$ cat src/hw/tec_pkg.sv
// package: constants for the timer/event counter
package tec_pkg;
    localparam int          CNT_W        = 16;
    localparam logic [1:0]  MODE_STOP    = 2'h0;
    localparam logic [1:0]  MODE_FREE    = 2'h1;
    localparam logic [1:0]  MODE_CLR_TRG = 2'h2;
    localparam logic [1:0]  MODE_CLR_CMP = 2'h3;
    localparam logic [1:0]  EDGE_FALL    = 2'h0;
    localparam logic [1:0]  EDGE_RISE    = 2'h1;
    localparam logic [1:0]  EDGE_NONE    = 2'h2;
    localparam logic [1:0]  EDGE_BOTH    = 2'h3;
    localparam logic [15:0] CNT_RST      = 16'h0000;
    localparam logic [15:0] CNT_ONE      = 16'h0001;
    localparam logic [15:0] CMP_ZERO     = 16'h0000;
endpackage : tec_pkg

$ cat src/hw/tec_timer.sv
// timer/event counter with two capture/compare registers and one-shot
// Functional notes
// - count register holds live event count
// - external trigger stays live under software
// - mode 00 stops; nonzero starts counting
// - external trigger ignored during pulse
// - start to match may slip one tick
// - capture values held through stop
// - a match ends the one-shot pulse; b match raises the output
// - one-shot only in free or trigger-clear
module tec_timer (
    input  wire logic        clock,
    input  wire logic        rst,
    input  wire logic        count_tick,
    input  wire logic [1:0]  op_mode,
    input  wire logic [1:0]  edge_sel,
    input  wire logic        capture_mode_a,
    input  wire logic        capture_mode_b,
    input  wire logic        oneshot_en,
    input  wire logic        oneshot_sw_trigger,
    input  wire logic [15:0] cmp_a_wdata,
    input  wire logic        cmp_a_we,
    input  wire logic [15:0] cmp_b_wdata,
    input  wire logic        cmp_b_we,
    input  wire logic        trig_capture_in_a,
    input  wire logic        capture_in_b,
    output logic      [15:0] count_register,
    output logic      [15:0] cap_cmp_reg_a,
    output logic      [15:0] cap_cmp_reg_b,
    output logic             match_a_irq,
    output logic             match_b_irq,
    output logic             timer_out,
    output logic             oneshot_busy
);
    ////////////////////////////////////////////////////////////////////////
    // pin synchronisers and edge detection
    logic [1:0] sync_a_reg;
    logic [1:0] sync_b_reg;
    logic       last_a_reg;
    logic       last_b_reg;
    logic       run;
    logic       edge_a;
    logic       edge_b;
    logic       match_a;
    logic       match_b;
    logic       trig_ok;
    logic       trig_start;

    // true when the pin changed in the selected direction
    function automatic logic edge_hit(input logic [1:0] sel,
                                      input logic now, input logic was);
        unique case (sel)
            tec_pkg::EDGE_FALL: edge_hit = was & ~now;
            tec_pkg::EDGE_RISE: edge_hit = ~was & now;
            tec_pkg::EDGE_NONE: edge_hit = 1'b0;
            tec_pkg::EDGE_BOTH: edge_hit = was ^ now;
        endcase
    endfunction : edge_hit

    // two flops on each pin before any logic reads it
    always_ff @(posedge clock) begin
        if (rst) begin
            sync_a_reg <= 2'h0;
            sync_b_reg <= 2'h0;
        end else begin
            sync_a_reg <= {sync_a_reg[0], trig_capture_in_a};
            sync_b_reg <= {sync_b_reg[0], capture_in_b};
        end
    end

    // previous levels; pins ignored while stopped
    always_ff @(posedge clock) begin
        if (rst) begin
            last_a_reg <= 1'b0;
            last_b_reg <= 1'b0;
        end else begin
            last_a_reg <= sync_a_reg[1];
            last_b_reg <= sync_b_reg[1];
        end
    end

    assign run    = (op_mode != tec_pkg::MODE_STOP);
    assign edge_a = run & edge_hit(edge_sel, sync_a_reg[1], last_a_reg);
    assign edge_b = run & edge_hit(edge_sel, sync_b_reg[1], last_b_reg);
    assign match_a = run & count_tick & (count_register == cap_cmp_reg_a);
    assign match_b = run & count_tick & (count_register == cap_cmp_reg_b);
    // one-shot only in free-running or trigger-clear mode
    assign trig_ok = oneshot_en & ((op_mode == tec_pkg::MODE_FREE) |
                     (op_mode == tec_pkg::MODE_CLR_TRG));
    // pin edge restarts even under software trigger, not mid-pulse
    assign trig_start = trig_ok & ~oneshot_busy &
                        (oneshot_sw_trigger | edge_a);

    ////////////////////////////////////////////////////////////////////////
    // counter
    // counts from the first tick after start; start phase may slip a tick
    always_ff @(posedge clock) begin
        if (rst || !run) begin
            count_register <= tec_pkg::CNT_RST;
        end else if (trig_start ||
                     (op_mode == tec_pkg::MODE_CLR_TRG && edge_a &&
                      !oneshot_busy)) begin
            count_register <= tec_pkg::CNT_RST;
        end else if (match_a && op_mode == tec_pkg::MODE_CLR_CMP) begin
            count_register <= tec_pkg::CNT_RST;
        end else if (count_tick) begin
            count_register <= count_register + tec_pkg::CNT_ONE;
        end
    end

    ////////////////////////////////////////////////////////////////////////
    // capture/compare registers; content is kept through stop
    always_ff @(posedge clock) begin
        if (rst) begin
            cap_cmp_reg_a <= tec_pkg::CMP_ZERO;
        end else if (capture_mode_a && edge_b) begin
            cap_cmp_reg_a <= count_register;
        end else if (cmp_a_we) begin
            cap_cmp_reg_a <= cmp_a_wdata;
        end
    end

    always_ff @(posedge clock) begin
        if (rst) begin
            cap_cmp_reg_b <= tec_pkg::CMP_ZERO;
        end else if (capture_mode_b && edge_a) begin
            cap_cmp_reg_b <= count_register;
        end else if (cmp_b_we) begin
            cap_cmp_reg_b <= cmp_b_wdata;
        end
    end

    ////////////////////////////////////////////////////////////////////////
    // match pulses and one-shot output
    always_ff @(posedge clock) begin
        if (rst) begin
            match_a_irq <= 1'b0;
            match_b_irq <= 1'b0;
        end else begin
            match_a_irq <= match_a & ~capture_mode_a;
            match_b_irq <= match_b & ~capture_mode_b;
        end
    end

    // busy from trigger until a match ends the pulse
    always_ff @(posedge clock) begin
        if (rst || !run) begin
            oneshot_busy <= 1'b0;
        end else if (trig_start) begin
            oneshot_busy <= 1'b1;
        end else if (match_a) begin
            oneshot_busy <= 1'b0;
        end
    end

    // output rises at b match and falls at a match while busy
    always_ff @(posedge clock) begin
        if (rst || !run) begin
            timer_out <= 1'b0;
        end else if (oneshot_busy && match_a) begin
            timer_out <= 1'b0;
        end else if (oneshot_busy && match_b) begin
            timer_out <= 1'b1;
        end
    end

    ////////////////////////////////////////////////////////////////////////
    // checks
    // stopping clears the count on the next edge
    a_stop_clears: assert property (
        @(posedge clock) disable iff (rst)
        !run |=> count_register == tec_pkg::CNT_RST)
        else $error("counter not cleared when stopped");
    a_count_live: assert property (
        @(posedge clock) disable iff (rst)
        run && count_tick && !trig_start && !edge_a && !match_a
        |=> count_register == $past(count_register) + tec_pkg::CNT_ONE)
        else $error("count did not advance");
    // an edge during a pulse lets the count run on untouched
    a_retrig_ignored: assert property (
        @(posedge clock) disable iff (rst)
        oneshot_busy && edge_a && !match_a && run && count_tick
        && op_mode == tec_pkg::MODE_FREE
        |=> count_register == $past(count_register) + tec_pkg::CNT_ONE)
        else $error("trigger restarted a running pulse");
    a_hw_trig_live: assert property (
        @(posedge clock) disable iff (rst)
        trig_ok && !oneshot_busy && edge_a |=> oneshot_busy)
        else $error("pin edge did not start a pulse");
    a_no_shot_cmp: assert property (
        @(posedge clock) disable iff (rst)
        op_mode == tec_pkg::MODE_CLR_CMP && !oneshot_busy
        |=> !oneshot_busy)
        else $error("one-shot started in compare-clear mode");
    a_out_rise: assert property (
        @(posedge clock) disable iff (rst)
        oneshot_busy && match_b && !match_a && run |=> timer_out)
        else $error("output missed b match");
    a_out_fall: assert property (
        @(posedge clock) disable iff (rst)
        oneshot_busy && match_a && run |=> !timer_out && !oneshot_busy)
        else $error("output missed a match");
    a_irq_pulse: assert property (
        @(posedge clock) disable iff (rst)
        match_a && !capture_mode_a |=> match_a_irq)
        else $error("missing match a pulse");
    a_irq_b_pulse: assert property (
        @(posedge clock) disable iff (rst)
        match_b && !capture_mode_b |=> match_b_irq)
        else $error("missing match b pulse");
    a_start_slip: assert property (
        @(posedge clock) disable iff (rst)
        $rose(run) |-> count_register == tec_pkg::CNT_RST)
        else $error("counter not at zero at start");
    // clear-on-compare mode restarts from zero at an a match
    a_cmp_restart: assert property (
        @(posedge clock) disable iff (rst)
        op_mode == tec_pkg::MODE_CLR_CMP && match_a
        |=> count_register == tec_pkg::CNT_RST)
        else $error("compare match did not restart the count");
    a_capture_b: assert property (
        @(posedge clock) disable iff (rst)
        capture_mode_b && edge_a |=> cap_cmp_reg_b == $past(count_register))
        else $error("pin a edge did not capture into b");
    // no pulse survives a stop
    a_stop_idle: assert property (
        @(posedge clock) disable iff (rst)
        !run |=> !oneshot_busy && !timer_out)
        else $error("pulse logic active while stopped");
endmodule : tec_timer
$ cat config.mk
export PLATFORM = sky130hd
export DESIGN_NAME = tec_timer
export DESIGN_NICKNAME = d
export VERILOG_FILES = /design/src/hw/tec_pkg.sv /design/src/hw/tec_timer.sv
export SDC_FILE = /design/constraint.sdc
export NUM_CORES = 1
export LEC_CHECK = 0
export BUFFER_PORTS_ARGS = -buffer_cell sky130_fd_sc_hd__buf_4
export CAP_MARGIN = 25
export CORE_MARGIN = 2
export CORE_UTILIZATION = 27
export DETAILED_ROUTE_END_ITERATION = 10
export GPL_TIMING_DRIVEN = 0
export PLACE_DENSITY = 0.59
export SYNTH_ARGS = -nofsm -noshare
export SYNTH_HDL_FRONTEND = slang
export SYNTH_SLANG_ARGS = --single-unit
$ cat constraint.sdc
create_clock -name clock -period 4.83 [get_ports clock]
set_input_delay 0.966 -clock clock [delete_from_list [all_inputs] [get_ports clock]]
set_output_delay 0.966 -clock clock [all_outputs]
set_load 0.02 [all_outputs]
==> summary.md <==
### Placement
* **count of buffers inserted at the top-level ports** 95
* **routability cong.** 0.860
* **DP HPWL** 7540 um
* **worst setup slack after placement** 2.03 ns

### Critical path
* **sort of element at the start of the critical path** primary input
* **category of cells accounting for the largest share of critical-path delay** simple AND/OR/NAND/NOR gates
* **delay of the slowest cell on the worst path** 0.51 ns
* **Required @ worst endpoint** 5.04 ns
* **critical path class** primary input to flip-flop
* **Cell Chain, Critical Path** buf_4, inv_1, ha_1, or4b_4, o311ai_0, a32oi_1, o211ai_4, buf_8, nor2_2
* **CP max FO** 10
* **Crit. End Element** flip-flop
* **crit path max-delay cell type** sky130_fd_sc_hd__or4b_4
* **arrival time of data at the critical path endpoint** 2.66 ns
* **buffers plus inverters on the worst setup path** 3

### Synth
* **number of unique standard cell types used by synthesis** 45
* **fraction of the yosys area taken by sequential cells** 36.2%
* **count of flip-flops with a built-in enable after synthesis** 0
* **synthesized instance count** 342
* **Cell Area, Synth** 3210 um2
* **most instantiated flip-flop cell in the synthesis netlist** sky130_fd_sc_hd__dfxtp_1
* **per-instance average area after synthesis** 9.38 um2
* **flip-flop and latch count after synthesis** 58
* **async set-or-reset flop fraction in the synthesized netlist** 0%
* **Syn Nets** 397
* **count of yosys warnings during synthesis** 0

### STA
* **Final WS setup** 2.38 ns
* **post-route minimum period** 2.45 ns
* **Final Hold Vio Count** 0
* **Max Freq** 408 MHz
* **slew at the pin closest to its max-slew limit** 0.731 ns
* **setup repair after global routing missed its margin** no
* **relative slew slack** 51.3%
* **final setup skew** 0.00706 ns
* **Final period util** 50.8%
* **total negative slack** 0 ns
* **max-slew violation count** 0
* **number of endpoints failing setup at the final stage** 0

### CTS
* **CTS root buffer** sky130_fd_sc_hd__clkbuf_16
* **number of clock sinks** 58
* **CTS tree** yes
* **CTS hold repair buffers** 0
* **cells resized by post-CTS repair** 0
* **setup bufs post-CTS** 0
* **buffer depth of the longest clock path** 2
* **number of buffers created by CTS** 9
* **total number of H-tree levels** 3
* **clk_lat worst skew** 0.32 ns
* **Clock transition at path regs** 0.05 ns

### Finish
* **most frequent cells in the layout** sky130_fd_sc_hd__buf_4 (98), sky130_fd_sc_hd__dfxtp_1 (58), sky130_fd_sc_hd__nor2_1 (51)
* **Layout fillers** 1154
* **Final #Nets** 503
* **commonest non-fill, non-tap cell in the layout** sky130_fd_sc_hd__buf_4
* **top flop regs** cap_cmp_reg_a x16, cap_cmp_reg_b x16, count_register x16
* **diodes inserted** 0
* **share of layout cells above drive strength 1** 33.8%
* **synth-to-layout area growth** 37.3%

### Global route
* **global-route usage over all layers** 15.3%
* **gr ovfl total** 0
* **first-pass GRT wire length** 15000 um
* **antenna violations before repair** 0
* **largest net degree at the start of global routing** 11
* **vias in the first global route** 2851

### Floorplanning
* **die boundary width** 113 um
* **# rows** 39
* **I/O Pins** 99
* **Initial Util** 27.9%
* **Floorplan Core Area** 11500 um2
* **height of the die** 113 um
* **DIE AREA** 12800 um2

### Detailed routing
* **via count** 2731
* **Antenna Violating Nets Remaining** 0
* **via density per instance** 4.59
* **count of unresolved DRC violations after routing** 6
* **drt first pass iters** 8
* **Routed Wire Length** 9450 um
* **routed length per instance** 15.9 um
* **1st-iter DRT viols** 132

### Run status
* **violations in the final reports** design-rule violations
* **outcome** finished with violations

### Power and ir drop
* **Max IR drop VDD** 0.139 mV
* **pwr/cell area** 318 nW/um2
* **static power due to leakage** 2.05 nW

### Hold path
* **class of the tightest hold or removal check** flip-flop to flip-flop

### Job
* **maxcap violations** 0

-- stage by stage --
stage / util (%) / cell area (um2) / hold slack [ns] / total power [mW] / std cells
3_3_place_gp: 35.6 / 4100 / 0.424 / 0.766 / 580
2_1_floorplan: - / 3210 / 0.414 / 0.671 / 342
5_1_grt: 38.3 / 4410 / 0.446 / 1.46 / 595
3_5_place_dp: 35.6 / 4100 / 0.425 / 0.770 / 580
6_report: 38.3 / 4410 / 0.434 / 1.40 / 595
4_1_cts: 38.3 / 4410 / 0.437 / 1.42 / 595
-- worst register-to-register path, stage by stage (launching register included) --
cell                       delay, ns
sky130_fd_sc_hd__dfxtp_1        0.32
sky130_fd_sc_hd__inv_1          0.06
sky130_fd_sc_hd__ha_1           0.28
sky130_fd_sc_hd__and2_1         0.17
sky130_fd_sc_hd__o311ai_0       0.47
sky130_fd_sc_hd__a32oi_1        0.18
sky130_fd_sc_hd__o211ai_4       0.20
sky130_fd_sc_hd__buf_8          0.20
sky130_fd_sc_hd__nor2_2         0.05
-- layer usage --
layer | wire [um] | up-vias | GRT usage [%]
li1 | - | 1376 | -
met1 | 4080 | 1280 | 19.1
met2 | 4650 | 65 | 25.0
met3 | 592 | 10 | 4.50
met4 | 131 | 0 | 5.45
met5 | 0 | - | 0
-- synthesized netlist by cell type, types with 8 or more instances --
master | n | area share [%]
sky130_fd_sc_hd__dfxtp_1 | 58 | 36
sky130_fd_sc_hd__nor2_1 | 51 | 6.0
sky130_fd_sc_hd__mux2i_1 | 33 | 10
sky130_fd_sc_hd__a211oi_1 | 32 | 7.5
sky130_fd_sc_hd__xor2_1 | 28 | 7.6
sky130_fd_sc_hd__xnor2_1 | 17 | 4.6
sky130_fd_sc_hd__inv_1 | 12 | 1.4
sky130_fd_sc_hd__nand2_1 | 12 | 1.4
sky130_fd_sc_hd__clkbuf_1 | 10 | 1.2
sky130_fd_sc_hd__nor2_2 | 10 | 2.0
sky130_fd_sc_hd__nand4_1 | 9 | 1.8
sky130_fd_sc_hd__buf_2 | 8 | 1.2
sky130_fd_sc_hd__ha_1 | 8 | 3.1
-- final timing paths --
kind                                 start                         endpoint  slack, ns  cells after the start
setup / recovery                op_mode[0]  count_register[12]$_SDFFE_PP0P_       2.38                      9
hold / removal    sync_b_reg[0]$_SDFF_PP0_         sync_b_reg[1]$_SDFF_PP0_       0.43                      1
setup reg to reg  sync_a_reg[1]$_SDFF_PP0_  count_register[12]$_SDFFE_PP0P_       2.78                      8
hold reg to reg   sync_b_reg[0]$_SDFF_PP0_         sync_b_reg[1]$_SDFF_PP0_       0.43                      1
-- final cells by class --
class / instances / area [um2] / share of cell area [%]
Buffer: 33 / 224 / 5.08
Sequential cell: 58 / 1160 / 26.4
Inverter: 12 / 45.0 / 1.02
Multi-Input combinational cell: 239 / 1780 / 40.4
Clock inverter: 2 / 35.0 / 0.795
Tap cell: 143 / 179 / 4.06
Timing Repair Buffer: 95 / 713 / 16.2
Clock buffer: 13 / 270 / 6.13
-- power by group --
| group | leakage (nW) | total, mW | internal [mW] | switching, mW |
|---|---|---|---|---|
| registers | 0.475 | 0.530 | 0.504 | 0.0254 |
| clock network | 0.152 | 0.641 | 0.437 | 0.205 |
| logic | 1.42 | 0.229 | 0.108 | 0.121 |
| total | 2.05 | 1.40 | 1.05 | 0.351 |
-- logic make-up (layout without fill, tap and decap cells) --
group	count (synthesis)	in the layout	share of synthesized area (%)
AO/OA/AOI/OAI	42	42	10.4
XOR/XNOR	47	47	13.3
adder cells (fa/ha/maj)	8	8	3.12
buffers and inverters	45	155	8.39
flip-flops	58	58	36.2
multiplexers	33	33	10.3
AND/OR/NAND/NOR	109	109	18.3
Note: power is estimated with default switching activity, not from simulation.
